[src/design/spdif_map.vh]
// register map, field positions, reset values and timing figures of the serial audio transmitter
`ifndef SPDIF_MAP_VH
`define SPDIF_MAP_VH

`define AXI_ADDR_W 16
`define RESP_OKAY 2'b00
`define RESP_SLVERR 2'b10

// register indices; byte address is four times the index
`define CTRL_IDX 14'h05c2
`define CS1_IDX 14'h05c3
`define CS2_IDX 14'h05c4
`define CS3_IDX 14'h05c5
`define SRC_A_IDX 14'h0800
`define VOL_A_IDX 14'h0801
`define SRC_B_IDX 14'h0808
`define VOL_B_IDX 14'h0809
`define RATE_IDX 14'h0810
`define PATH_STS_IDX 14'h0811
`define IRQ_STS_IDX 14'h0812
`define IRQ_MASK_IDX 14'h0813

// control fields
`define CTRL_ENA_BIT 0
`define CTRL_VAL_A_BIT 12
`define CTRL_VAL_B_BIT 13
`define CTRL_MASK 16'h3001

// reset values
`define CTRL_RST 16'h0000
`define CS1_RST 16'h0000
`define CS2_RST 16'h0b01
`define CS3_RST 16'h0000
`define CS3_MASK 16'h0fff
`define VOL_RST 8'h80
`define RATE_RST 4'h2

// interrupt status bits
`define IRQ_CLK_ERR_BIT 0
`define IRQ_BLOCK_BIT 1

// preambles, written for a line that idles low
`define PRE_BLOCK 8'he8
`define PRE_A 8'he2
`define PRE_B 8'he4

`define FRAMES_PER_BLOCK 8'd192
`define CS_DEFINED_BITS 40
`define CLK_HZ 200000000
`define HALF_CELLS_PER_FRAME 128
`define MIN_HALF_CELL_CYC 4

`endif

[src/design/bmc_encoder.v]
// biphase-mark serializer for one 32-slot subframe at a time
`timescale 1ns/100ps
`default_nettype none
module bmc_encoder (
    // clock and reset
    input wire aclk,
    input wire aresetn,
    // timing and next subframe
    input wire enable,
    input wire half_tick,
    input wire [7:0] preamble,
    input wire [27:0] payload,
    // outputs
    output reg take,
    output reg line
);
    reg [5:0] cell_reg;
    reg [7:0] pre_reg;
    reg [27:0] pay_reg;
    reg base_reg;
    wire [5:0] cell_next;
    wire [4:0] bit_idx;

    assign cell_next = cell_reg + 6'h01;
    assign bit_idx = cell_next[5:1] - 5'h04;

    always @(posedge aclk) begin
        if (!aresetn || !enable) begin
            cell_reg <= 6'h3f;
            pre_reg <= 8'h00;
            pay_reg <= 28'h0000000;
            base_reg <= 1'b0;
            line <= 1'b0;
            take <= 1'b0;
        end else begin
            take <= 1'b0;
            if (half_tick) begin
                if (cell_reg == 6'h3f) begin
                    // preamble is inverted when the line sits high
                    cell_reg <= 6'h00;
                    pre_reg <= preamble;
                    pay_reg <= payload;
                    base_reg <= line;
                    line <= preamble[7] ^ line;
                    take <= 1'b1;
                end else begin
                    cell_reg <= cell_next;
                    if (cell_next < 6'h08) begin
                        line <= pre_reg[3'h7 - cell_next[2:0]] ^ base_reg;
                    end else if (!cell_next[0]) begin
                        line <= ~line;
                    end else if (pay_reg[bit_idx]) begin
                        line <= ~line;
                    end
                end
            end
        end
    end
endmodule // bmc_encoder
`default_nettype wire

[src/design/spdif_output_generator.v]
// serial digital audio transmitter with register slave and clock check
//
// Chosen here: register access over AXI4-Lite.
`timescale 1ns/100ps
`default_nettype none
`include "spdif_map.vh"

module spdif_output_generator #(
    parameter NUM_SRC = 4,
    parameter CLK_HZ = `CLK_HZ,
    parameter MIN_HALF_CELL_CYC = `MIN_HALF_CELL_CYC
) (
    // clock and reset
    input wire aclk,
    input wire aresetn,
    // register bus, write
    input wire [`AXI_ADDR_W-1:0] awaddr,
    input wire awvalid,
    output reg awready,
    input wire [31:0] wdata,
    input wire [3:0] wstrb,
    input wire wvalid,
    output reg wready,
    output reg [1:0] bresp,
    output reg bvalid,
    input wire bready,
    // register bus, read
    input wire [`AXI_ADDR_W-1:0] araddr,
    input wire arvalid,
    output reg arready,
    output reg [31:0] rdata,
    output reg [1:0] rresp,
    output reg rvalid,
    input wire rready,
    // audio sources, same clock
    input wire [NUM_SRC*24-1:0] src_sample,
    input wire [NUM_SRC-1:0] src_strobe,
    // outputs
    output wire spdif_out,
    output reg clock_error_out,
    output reg irq
);
    // register state
    reg [15:0] ctrl_reg;
    reg [15:0] cs1_reg;
    reg [15:0] cs2_reg;
    reg [15:0] cs3_reg;
    reg [7:0] sel_a_reg;
    reg [7:0] vol_a_reg;
    reg [7:0] sel_b_reg;
    reg [7:0] vol_b_reg;
    reg [3:0] rate_reg;
    reg [1:0] irq_sts_reg;
    reg [1:0] irq_mask_reg;
    // bus holding
    reg aw_held_reg;
    reg w_held_reg;
    reg [13:0] aw_idx_reg;
    reg [31:0] w_data_reg;
    reg [3:0] w_strb_reg;
    // transmit engine
    reg tx_run_reg;
    reg [31:0] step_reg;
    reg [31:0] acc_reg;
    reg tick_reg;
    reg sub_b_reg;
    reg [7:0] frame_reg;
    wire take;
    wire [47:0] smp_w;
    wire [31:0] acc_sum;
    wire wr_fire;
    wire [31:0] req_hz;
    wire req_ok;
    wire err_evt;
    wire block_evt;
    wire [1:0] irq_set;
    wire [1:0] irq_clr;
    wire [39:0] cs_a;
    wire [39:0] cs_b;
    wire [39:0] cs_cur;
    wire cs_bit;
    wire [23:0] smp_cur;
    wire val_cur;
    wire [26:0] pay_body;
    wire [7:0] pre_cur;
    wire [2:0] path_sts;

    // nominal frame rate per rate code; 0 marks a code with no rate
    function [31:0] rate_hz;
        input [3:0] code;
        begin
            case (code)
                4'h0: rate_hz = 32'd32000;
                4'h1: rate_hz = 32'd44100;
                4'h2: rate_hz = 32'd48000;
                4'h3: rate_hz = 32'd88200;
                4'h4: rate_hz = 32'd96000;
                4'h5: rate_hz = 32'd176400;
                4'h6: rate_hz = 32'd192000;
                default: rate_hz = 32'd0;
            endcase
        end
    endfunction

    function is_mapped;
        input [13:0] idx;
        begin
            case (idx)
                `CTRL_IDX, `CS1_IDX, `CS2_IDX, `CS3_IDX,
                `SRC_A_IDX, `VOL_A_IDX, `SRC_B_IDX, `VOL_B_IDX,
                `RATE_IDX, `PATH_STS_IDX, `IRQ_STS_IDX, `IRQ_MASK_IDX: is_mapped = 1'b1;
                default: is_mapped = 1'b0;
            endcase
        end
    endfunction

    function [15:0] merge16;
        input [15:0] old;
        input [31:0] data;
        input [3:0] strb;
        begin
            merge16[7:0] = strb[0] ? data[7:0] : old[7:0];
            merge16[15:8] = strb[1] ? data[15:8] : old[15:8];
        end
    endfunction

    // volume 80h is unity; result clips to the 24-bit range
    function [23:0] scale;
        input [23:0] smp;
        input [7:0] vol;
        reg signed [32:0] prod;
        reg signed [25:0] shifted;
        begin
            prod = $signed(smp) * $signed({1'b0, vol});
            shifted = prod[32:7];
            if (shifted > 26'sd8388607) begin
                scale = 24'h7fffff;
            end else if (shifted < -26'sd8388608) begin
                scale = 24'h800000;
            end else begin
                scale = shifted[23:0];
            end
        end
    endfunction

    function sel_ok;
        input [7:0] sel;
        begin
            sel_ok = (sel != 8'h00) && ({24'h000000, sel} <= NUM_SRC);
        end
    endfunction

    // per-channel capture; sources are ports only, the line never loops back
    genvar c;
    generate
        for (c = 0; c < 2; c = c + 1) begin : chan
            reg [23:0] smp_reg;
            wire [7:0] sel;
            wire [7:0] vol;
            integer i;
            reg [23:0] cap;
            reg hit;
            assign sel = (c == 0) ? sel_a_reg : sel_b_reg;
            assign vol = (c == 0) ? vol_a_reg : vol_b_reg;
            always @* begin
                cap = 24'h000000;
                hit = 1'b0;
                for (i = 0; i < NUM_SRC; i = i + 1) begin
                    if (sel == i + 1 && src_strobe[i]) begin
                        cap = src_sample[i*24 +: 24];
                        hit = 1'b1;
                    end
                end
            end
            always @(posedge aclk) begin
                if (!aresetn || !sel_ok(sel)) begin
                    smp_reg <= 24'h000000;
                end else if (hit) begin
                    smp_reg <= scale(cap, vol);
                end
            end
            assign smp_w[c*24 +: 24] = smp_reg;
        end
    endgenerate

    // enable request check against the clock
    assign wr_fire = aw_held_reg && w_held_reg && !bvalid;
    assign req_hz = rate_hz(rate_reg);
    assign req_ok = (req_hz != 32'd0) &&
        (req_hz * `HALF_CELLS_PER_FRAME * MIN_HALF_CELL_CYC <= CLK_HZ);
    assign err_evt = wr_fire && aw_idx_reg == `CTRL_IDX && w_strb_reg[0] &&
        w_data_reg[`CTRL_ENA_BIT] && !tx_run_reg && !req_ok;
    assign block_evt = take && !sub_b_reg && frame_reg == 8'h00;
    assign irq_set = {block_evt, err_evt};
    assign irq_clr = (wr_fire && aw_idx_reg == `IRQ_STS_IDX && w_strb_reg[0]) ?
        w_data_reg[1:0] : 2'b00;
    assign path_sts = {tx_run_reg && sel_ok(sel_b_reg), tx_run_reg && sel_ok(sel_a_reg),
        tx_run_reg};

    // register bus slave
    always @(posedge aclk) begin
        if (!aresetn) begin
            awready <= 1'b1;
            wready <= 1'b1;
            bvalid <= 1'b0;
            bresp <= `RESP_OKAY;
            aw_held_reg <= 1'b0;
            w_held_reg <= 1'b0;
            aw_idx_reg <= 14'h0000;
            w_data_reg <= 32'h00000000;
            w_strb_reg <= 4'h0;
            arready <= 1'b1;
            rvalid <= 1'b0;
            rdata <= 32'h00000000;
            rresp <= `RESP_OKAY;
        end else begin
            if (awvalid && awready) begin
                aw_idx_reg <= awaddr[15:2];
                aw_held_reg <= 1'b1;
                awready <= 1'b0;
            end
            if (wvalid && wready) begin
                w_data_reg <= wdata;
                w_strb_reg <= wstrb;
                w_held_reg <= 1'b1;
                wready <= 1'b0;
            end
            if (wr_fire) begin
                aw_held_reg <= 1'b0;
                w_held_reg <= 1'b0;
                bvalid <= 1'b1;
                bresp <= is_mapped(aw_idx_reg) ? `RESP_OKAY : `RESP_SLVERR;
            end
            if (bvalid && bready) begin
                bvalid <= 1'b0;
                awready <= 1'b1;
                wready <= 1'b1;
            end
            if (arvalid && arready) begin
                arready <= 1'b0;
                rvalid <= 1'b1;
                rresp <= is_mapped(araddr[15:2]) ? `RESP_OKAY : `RESP_SLVERR;
                case (araddr[15:2])
                    `CTRL_IDX: rdata <= {16'h0000, ctrl_reg};
                    `CS1_IDX: rdata <= {16'h0000, cs1_reg};
                    `CS2_IDX: rdata <= {16'h0000, cs2_reg};
                    `CS3_IDX: rdata <= {16'h0000, cs3_reg};
                    `SRC_A_IDX: rdata <= {24'h000000, sel_a_reg};
                    `VOL_A_IDX: rdata <= {24'h000000, vol_a_reg};
                    `SRC_B_IDX: rdata <= {24'h000000, sel_b_reg};
                    `VOL_B_IDX: rdata <= {24'h000000, vol_b_reg};
                    `RATE_IDX: rdata <= {28'h0000000, rate_reg};
                    `PATH_STS_IDX: rdata <= {29'h00000000, path_sts};
                    `IRQ_STS_IDX: rdata <= {30'h00000000, irq_sts_reg};
                    `IRQ_MASK_IDX: rdata <= {30'h00000000, irq_mask_reg};
                    default: rdata <= 32'h00000000;
                endcase
            end
            if (rvalid && rready) begin
                rvalid <= 1'b0;
                arready <= 1'b1;
            end
        end
    end

    // register file and enable handling
    always @(posedge aclk) begin
        if (!aresetn) begin
            ctrl_reg <= `CTRL_RST;
            cs1_reg <= `CS1_RST;
            cs2_reg <= `CS2_RST;
            cs3_reg <= `CS3_RST;
            sel_a_reg <= 8'h00;
            vol_a_reg <= `VOL_RST;
            sel_b_reg <= 8'h00;
            vol_b_reg <= `VOL_RST;
            rate_reg <= `RATE_RST;
            irq_mask_reg <= 2'b00;
            tx_run_reg <= 1'b0;
            step_reg <= 32'h00000000;
        end else if (wr_fire) begin
            case (aw_idx_reg)
                `CTRL_IDX: begin
                    ctrl_reg <= merge16(ctrl_reg, w_data_reg, w_strb_reg) & `CTRL_MASK;
                    if (w_strb_reg[0]) begin
                        if (!w_data_reg[`CTRL_ENA_BIT]) begin
                            tx_run_reg <= 1'b0;
                        end else if (!tx_run_reg && req_ok) begin
                            tx_run_reg <= 1'b1;
                            step_reg <= req_hz * `HALF_CELLS_PER_FRAME;
                        end
                    end
                end
                `CS1_IDX: cs1_reg <= merge16(cs1_reg, w_data_reg, w_strb_reg);
                `CS2_IDX: cs2_reg <= merge16(cs2_reg, w_data_reg, w_strb_reg);
                `CS3_IDX: cs3_reg <= merge16(cs3_reg, w_data_reg, w_strb_reg) & `CS3_MASK;
                `SRC_A_IDX: if (w_strb_reg[0]) sel_a_reg <= w_data_reg[7:0];
                `VOL_A_IDX: if (w_strb_reg[0]) vol_a_reg <= w_data_reg[7:0];
                `SRC_B_IDX: if (w_strb_reg[0]) sel_b_reg <= w_data_reg[7:0];
                `VOL_B_IDX: if (w_strb_reg[0]) vol_b_reg <= w_data_reg[7:0];
                `RATE_IDX: if (w_strb_reg[0]) rate_reg <= w_data_reg[3:0];
                `IRQ_MASK_IDX: if (w_strb_reg[0]) irq_mask_reg <= w_data_reg[1:0];
                default: ;
            endcase
        end
    end

    // sticky events; a set in the clearing cycle survives
    always @(posedge aclk) begin
        if (!aresetn) begin
            irq_sts_reg <= 2'b00;
            clock_error_out <= 1'b0;
            irq <= 1'b0;
        end else begin
            irq_sts_reg <= (irq_sts_reg & ~irq_clr) | irq_set;
            clock_error_out <= irq_sts_reg[`IRQ_CLK_ERR_BIT];
            irq <= |(irq_sts_reg & irq_mask_reg);
        end
    end

    // half-cell timing from a fractional accumulator; rate is latched at enable
    assign acc_sum = acc_reg + step_reg;
    always @(posedge aclk) begin
        if (!aresetn || !tx_run_reg) begin
            acc_reg <= 32'h00000000;
            tick_reg <= 1'b0;
        end else if (acc_sum >= CLK_HZ) begin
            acc_reg <= acc_sum - CLK_HZ;
            tick_reg <= 1'b1;
        end else begin
            acc_reg <= acc_sum;
            tick_reg <= 1'b0;
        end
    end

    // frame and subframe position, advanced when the encoder takes a subframe
    always @(posedge aclk) begin
        if (!aresetn || !tx_run_reg) begin
            sub_b_reg <= 1'b0;
            frame_reg <= 8'h00;
        end else if (take) begin
            sub_b_reg <= ~sub_b_reg;
            if (sub_b_reg) begin
                frame_reg <= (frame_reg == `FRAMES_PER_BLOCK - 8'h01) ?
                    8'h00 : frame_reg + 8'h01;
            end
        end
    end

    // channel status, first 40 bits; the rest of the block sends zero
    assign cs_a = {cs3_reg[11:0], cs2_reg[15:12], cs2_reg[7:4],
        cs2_reg[3:0], cs1_reg[15:0]};
    assign cs_b = {cs3_reg[11:0], cs2_reg[15:12], cs2_reg[11:8],
        cs2_reg[3:0], cs1_reg[15:0]};
    assign cs_cur = sub_b_reg ? cs_b : cs_a;
    assign cs_bit = (frame_reg < `CS_DEFINED_BITS) ? cs_cur[frame_reg[5:0]] : 1'b0;
    assign smp_cur = sub_b_reg ? smp_w[47:24] : smp_w[23:0];
    assign val_cur = sub_b_reg ? ctrl_reg[`CTRL_VAL_B_BIT] : ctrl_reg[`CTRL_VAL_A_BIT];
    assign pay_body = {cs_bit, 1'b0, val_cur, smp_cur};
    assign pre_cur = sub_b_reg ? `PRE_B : (frame_reg == 8'h00 ? `PRE_BLOCK : `PRE_A);

    bmc_encoder encoder (
        .aclk(aclk),
        .aresetn(aresetn),
        .enable(tx_run_reg),
        .half_tick(tick_reg),
        .preamble(pre_cur),
        .payload({^pay_body, pay_body}),
        .take(take),
        .line(spdif_out)
    );
endmodule // spdif_output_generator
`default_nettype wire

[config.mk]
export PLATFORM = sky130hd
export DESIGN_NAME = spdif_output_generator
export DESIGN_NICKNAME = d
export VERILOG_FILES = /design/src/design/bmc_encoder.v /design/src/design/spdif_output_generator.v
export VERILOG_INCLUDE_DIRS = /design/src /design/src/design
export SDC_FILE = /design/constraint.sdc
export NUM_CORES = 2
export LEC_CHECK = 0
export ABC_AREA = 1
export BUFFER_PORTS_ARGS = -buffer_cell sky130_fd_sc_hd__buf_2
export CAP_MARGIN = 10
export CORE_ASPECT_RATIO = 1.25
export CORE_UTILIZATION = 60
export CTS_CLUSTER_DIAMETER = 150
export DETAILED_ROUTE_END_ITERATION = 12
export GPL_TIMING_DRIVEN = 0
export PLACE_DENSITY_LB_ADDON = 0.3
export SLEW_MARGIN = 5
export SYNTH_ARGS = -nofsm -noshare
export SYNTH_HDL_FRONTEND = slang
export SYNTH_SLANG_ARGS = --single-unit
[constraint.sdc]
create_clock -name aclk -period 21.4 [get_ports aclk]
set_input_delay 4.28 -clock aclk [delete_from_list [all_inputs] [get_ports aclk]]
set_output_delay 4.28 -clock aclk [all_outputs]
set_load 0.03 [all_outputs]
* Yosys cells after proc, flatten, opt, wreduce, memory -nomap -nowiden
Cells that the tools add are included.
** Word-level totals
- Bits in latches :: 0
- Register bits :: 324
- Memories kept :: 0
- ROM bits :: 0
- Input bits :: 175
- Memory bits (writable) :: 0
- Word-level logic and storage cells :: 243
- Output and inout port bits :: 44
** Cells by class
- Bitwise logic cells :: 10
- Shifts and indexed selects :: 0
- Div/mod/pow operators :: 0
- $lt $le $gt $ge :: 13
- Eq/ne operators :: 42
- Add/sub/neg operators :: 6
- Multiply operators :: 2
- Muxes and demuxes :: 54
- Reduce and logical (&&, ||, !) cells :: 72
** Operators by type and width (number)
- $mux 24 :: 14
- $eq 14x12->1 const B :: 16
- $pmux 16 s12 :: 1
- $pmux 18 s7 :: 1
- $eq 14x11->1 const B :: 8
- $mul 24x9->33 :: 2
- $gt 26x24->1 const B :: 2
- $lt 26x24->1 const B :: 2
- $reduce_and 3->1 :: 14
- $add 32x32->32 :: 1
- $eq 8x2->1 const B :: 4
- $ge 32x28->1 const B :: 1
- $le 32x28->1 const B :: 1
- $mux 32 :: 1
- $reduce_bool 32->1 :: 1
- $sub 32x28->32 const B :: 1
- $logic_and 1x1->1 :: 30
- $mux 1 :: 27
- $reduce_xor 27->1 :: 1
- $reduce_or 12->1 :: 2
- $eq 8x1->1 const B :: 2
- $eq 8x3->1 const B :: 2
- $le 8x3->1 const B :: 2
- $reduce_bool 8->1 :: 2
- 37 further kinds :: 61

* Depth between registers and ports, before layout
- Depth after elaboration :: 10
- Gate-level depth with buffers :: 37
- Mapped depth without buffers :: 34

* Hierarchy
Synthesis repeated with hierarchy kept, for this count alone.
** Unflattened totals
- Cell total of the unflattened synthesis :: 4252
- Area total of the unflattened synthesis :: 29946.2 µm²
** By module, submodules not included
- spdif_output_generator :: cells each 3917, sequential area each 4844.6 µm², area each 27645.3 µm², instances 1
- bmc_encoder :: cells each 335, sequential area each 900.9 µm², area each 2301.0 µm², instances 1

* Least setup slack after synthesis
Ideal clock, no wire load.
- Path kind :: input to register
- Start :: input src_strobe[1]
- End :: register chan[1].smp_reg[10]
- Data required time :: 21278 ps
- Cell stages on the path :: 29
- Path buffers :: 3
- Arrival time :: 9711 ps
- Path slack :: 11568 ps
- Library setup time :: 122 ps
- Path through :: nand3_2 > clkinv_1 > nand2_1 > clkbuf_1 > clkbuf_1 > o21ai_0 > o221ai_1 > o21ai_0 > inv_1 > nand2_1 > fa_1 > inv_1 > fa_1 > fa_1 > inv_1 > fa_1 > inv_1 > ha_1 > a21oi_1 > o21ai_0 > a21oi_1 > nor2_1 > a311oi_1 > nand3_1 > nand2_1 > nand3_2 > a21oi_4 > buf_6 > a21oi_2
** Between the ends
- Word-level cells in the longest chain between the ends :: 8
- Elaborated cells between the ends (all ways) :: 12
- Classes of those cells :: mul (1); order compare (2); mux (8); reduce/logical (1)
** RTL lines
- start, declared :: line spdif_output_generator.v:37 : input wire [NUM_SRC-1:0] src_strobe,
- $logic_and 1x1->1 (*) :: line spdif_output_generator.v:169 : if (sel == i + 1 && src_strobe[i]) begin
- $mux 24 (3 in series) :: line spdif_output_generator.v:169
- $mul 24x9->33 :: line spdif_output_generator.v:134 : prod = $signed(smp) * $signed({1'b0, vol});
- $lt 26x24->1 :: line spdif_output_generator.v:138 : end else if (shifted < -26'sd8388608) begin
- $mux 24 :: line spdif_output_generator.v:138
- $mux 24 :: line spdif_output_generator.v:136 : if (shifted > 26'sd8388607) begin
- end signal, assigned :: line spdif_output_generator.v:179 : smp_reg <= scale(cap, vol);
- end, declared :: line spdif_output_generator.v:157 : reg [23:0] smp_reg;
Every way passes the cells marked *; elsewhere a longest branch is shown, timed or not.
A chain may end at the register's enable or synchronous reset.

* Final worst setup path
Same ends and word-level chain as after synthesis.

==> results by group <==
Outcome
  • Outcome: finished, final reports clean

Setup path
  • Critical Path AT: between 10000 and 15000 ps
  • Crit-path slowest cell: fa_1
  • Critical path type: input pin to register
  • WP data required: between 20000 and 25000 ps
  • Startpoint Class: input pin
  • Buf/Inv on CP: 9
  • CP max stage delay: 540 ps
  • Crit Path Max Fanout: 10
  • Critical Path Sink Type: register
  • Cell family with most CP delay: adder cells

Final layout
  • Max reg flops: 48
  • Commonest non-fill, non-tap cells in the layout: 778 x inv_1, 744 x nand2_1, 431 x nor2_1, 361 x o21ai_0, 333 x a21oi_1
  • Filler cells: between 4000 and 5000
  • Area growth, synth to finish: 8.87%
  • Commonest non-fill, non-tap cell in the layout: inv_1
  • Post-route cell area: around 32000 um2
  • Final #Nets: 5032
  • Ratio of cells with drive above 1 in the final layout: 7.76%
  • Final core area utilization: between 60% and 70%

Clock network
  • Total CTS buffers: 26
  • CTS max path bufs: 3
  • Clk_lat worst skew: 550 ps
  • Max H-tree Level: 1
  • # clock sinks: around 280
  • CTS resizes: 0
  • Root Buffer: clkbuf_16
  • Reg clk slew, reported paths: 60 ps
  • Post CTS Setup Buffer Count: 0
  • TritonCTS clock tree: yes
  • Post-CTS Hold Buffers: 0

Placed design
  • Routability cong.: 1.04
  • Setup WS pre-CTS: between 9000 and 10000 ps
  • Dpl cell area: 31300 um2
  • Dpl hpwl: around 77000 um
  • Buffers on Ports: between 150 and 200

Floorplan
  • Die width: roughly 200 um
  • Site Rows: 90
  • Total die area: ~50000 um2
  • Die extent in y: around 250 um
  • Starting Density: between 60% and 70%
  • IO Count: about 220
  • Core ar.: approximately 48000 um2

Flow run
  • Max-cap violations: 0

Timing
  • Crit path time final: between 10000 and 15000 ps
  • Skew final: 16.1 ps
  • Worst Tran Pin Value: 1380 ps
  • RSZ-0062 raised after global routing: no
  • Tcrit/Tclk final: 52.9%
  • Final Hold Viols: 0
  • Total Neg Setup Slack: 0 ps
  • Final setup violation count: 0
  • Rel. slew slack: 6.82%
  • Max Slew Vio Count: 0
  • Final worst slack: around 10000 ps
  • Fmax: 88.3 MHz

GRT
  • Antenna violations before repair: 2
  • First-pass GRT wire length: roughly 150000 um
  • Largest net degree at the start of global routing: 16
  • GRT Residual Overflow: 0
  • Vias in the first global route: approximately 29000
  • Gr usage total: roughly 37%

Drt
  • Starting DRT DRC Count: 2214
  • Vias: roughly 29000
  • Detailed Routing Iterations Pass 1: 5
  • Remaining DRCs: 0
  • Routed WL: around 93000 um
  • Routed WL per cell: around 18 um
  • Routed Antenna Nets: 0
  • Vias per inst: between 5 and 6

Yosys
  • Yosys warns: 0
  • Post-synth EDFFs: 0
  • Most common flop cell mapped by yosys: dfxtp_1
  • FFs w/ async S/R, synth: 0%
  • Synth Area per Inst: between 7 and 8 um2
  • #FFs+latches synth: ~280
  • Cell count after synthesis: ~4200
  • Post-synth cell types: 65
  • Synth Cell Area: 29500 um2
  • Post-synthesis sequential area ratio: 19.1%

Power and ir drop
  • Peak supply drop: slightly above 50 uV
  • PwrDens: 33.5 nW/um2
  • Lkg Pwr: roughly 16 nW

Hold path
  • Min-delay worst type: register to register
## cell families after synthesis
family                     after synthesis  synth area share [%]
AOI/OAI and AO/OA                      894                  16.8
adders and majority gates              444                  26.4
muxes                                   15                 0.508
DFF                                    282                  19.1
xor gates and xnor gates               105                  3.22
buffers and inverters                  964                  12.8
and+or+nand+nor                       1484                  21.1
other                                    1                0.0127
## layer usage
layer	routed length (um)	vias up	global-route usage, %
met5	17	-	0
met4	6740	2	25.0
met3	6530	339	4.38
met2	44800	1275	65.1
met1	35200	13500	42.8
li1	-	13700	-
## layout make-up
type | count | area [um2] | share of cell area (%)
antenna | 1 | 2.50 | 0.00778
buffer | 167 | 801 | 2.49
clock buffer | 39 | 729 | 2.27
clock inverter | 8 | 116 | 0.362
inverter | 797 | 2990 | 9.30
multi-input combinational | 2960 | 20200 | 62.7
sequential | 282 | 5650 | 17.6
tap | 644 | 806 | 2.51
timing repair buffer | 179 | 901 | 2.80
## per-stage QoR
| stage | total power, mW | instances | hold WS, ps |
|---|---|---|---|
| after floorplan | 0.583 | 4206 | 421 |
| after global placement | 0.618 | 5027 | 437 |
| after detailed placement | 0.619 | 5029 | 442 |
| after CTS | 1.08 | 5076 | 455 |
| after global routing | 1.11 | 5076 | 472 |
| final | 1.08 | 5077 | 456 |
## worst reg2reg max path, delay by kind of cell (launching register included)
| family | cells | cell delay [ps] |
|---|---|---|
| adders and majority gates | 5 | 2410 |
| buffers and inverters | 9 | 1960 |
| and+or+nand+nor | 10 | 1300 |
| DFF | 1 | 310 |
| AOI/OAI and AO/OA | 8 | 1860 |
## report_power, final
part | internal (mW) | switching [mW] | total, mW
registers | 0.531 | 0.00788 | 0.539
clock network | 0.262 | 0.207 | 0.469
logic | 0.0229 | 0.0472 | 0.0701
total | 0.816 | 0.262 | 1.08
## cells in the mapped netlist (14+ instances only)
cell | count | area [um2]
o22ai_1 | 32 | 200
a31oi_1 | 21 | 131
ha_1 | 145 | 1810
o21ai_0 | 362 | 1810
inv_1 | 778 | 2920
dfxtp_1 | 282 | 5650
mux2i_1 | 15 | 150
nand2_1 | 744 | 2790
xor2_1 | 58 | 508
nor4_1 | 19 | 119
o211ai_1 | 35 | 263
buf_4 | 20 | 150
nor3_1 | 47 | 235
fa_1 | 299 | 5990
a211oi_1 | 19 | 143
xnor2_1 | 43 | 377
nand2_2 | 27 | 169
nor2_1 | 431 | 1620
a22oi_1 | 18 | 135
nand4_1 | 46 | 288
a21oi_1 | 333 | 1670
clkbuf_1 | 120 | 450
a21oi_2 | 14 | 123
nand3_1 | 130 | 651
## worst paths after layout
path	slack, ps	to	depth (start not counted)	from
hold reg to reg	460	encoder.pay_reg[22]	2	encoder.pay_reg[22]
setup reg to reg	13420	chan[1].smp_reg[10]	32	chan[1].sel[4]
hold / removal	460	encoder.pay_reg[22]	2	encoder.pay_reg[22]
setup / recovery	10070	chan[1].smp_reg[10]	31	src_strobe[1]
No activity file was read; power rests on OpenSTA's default activity.
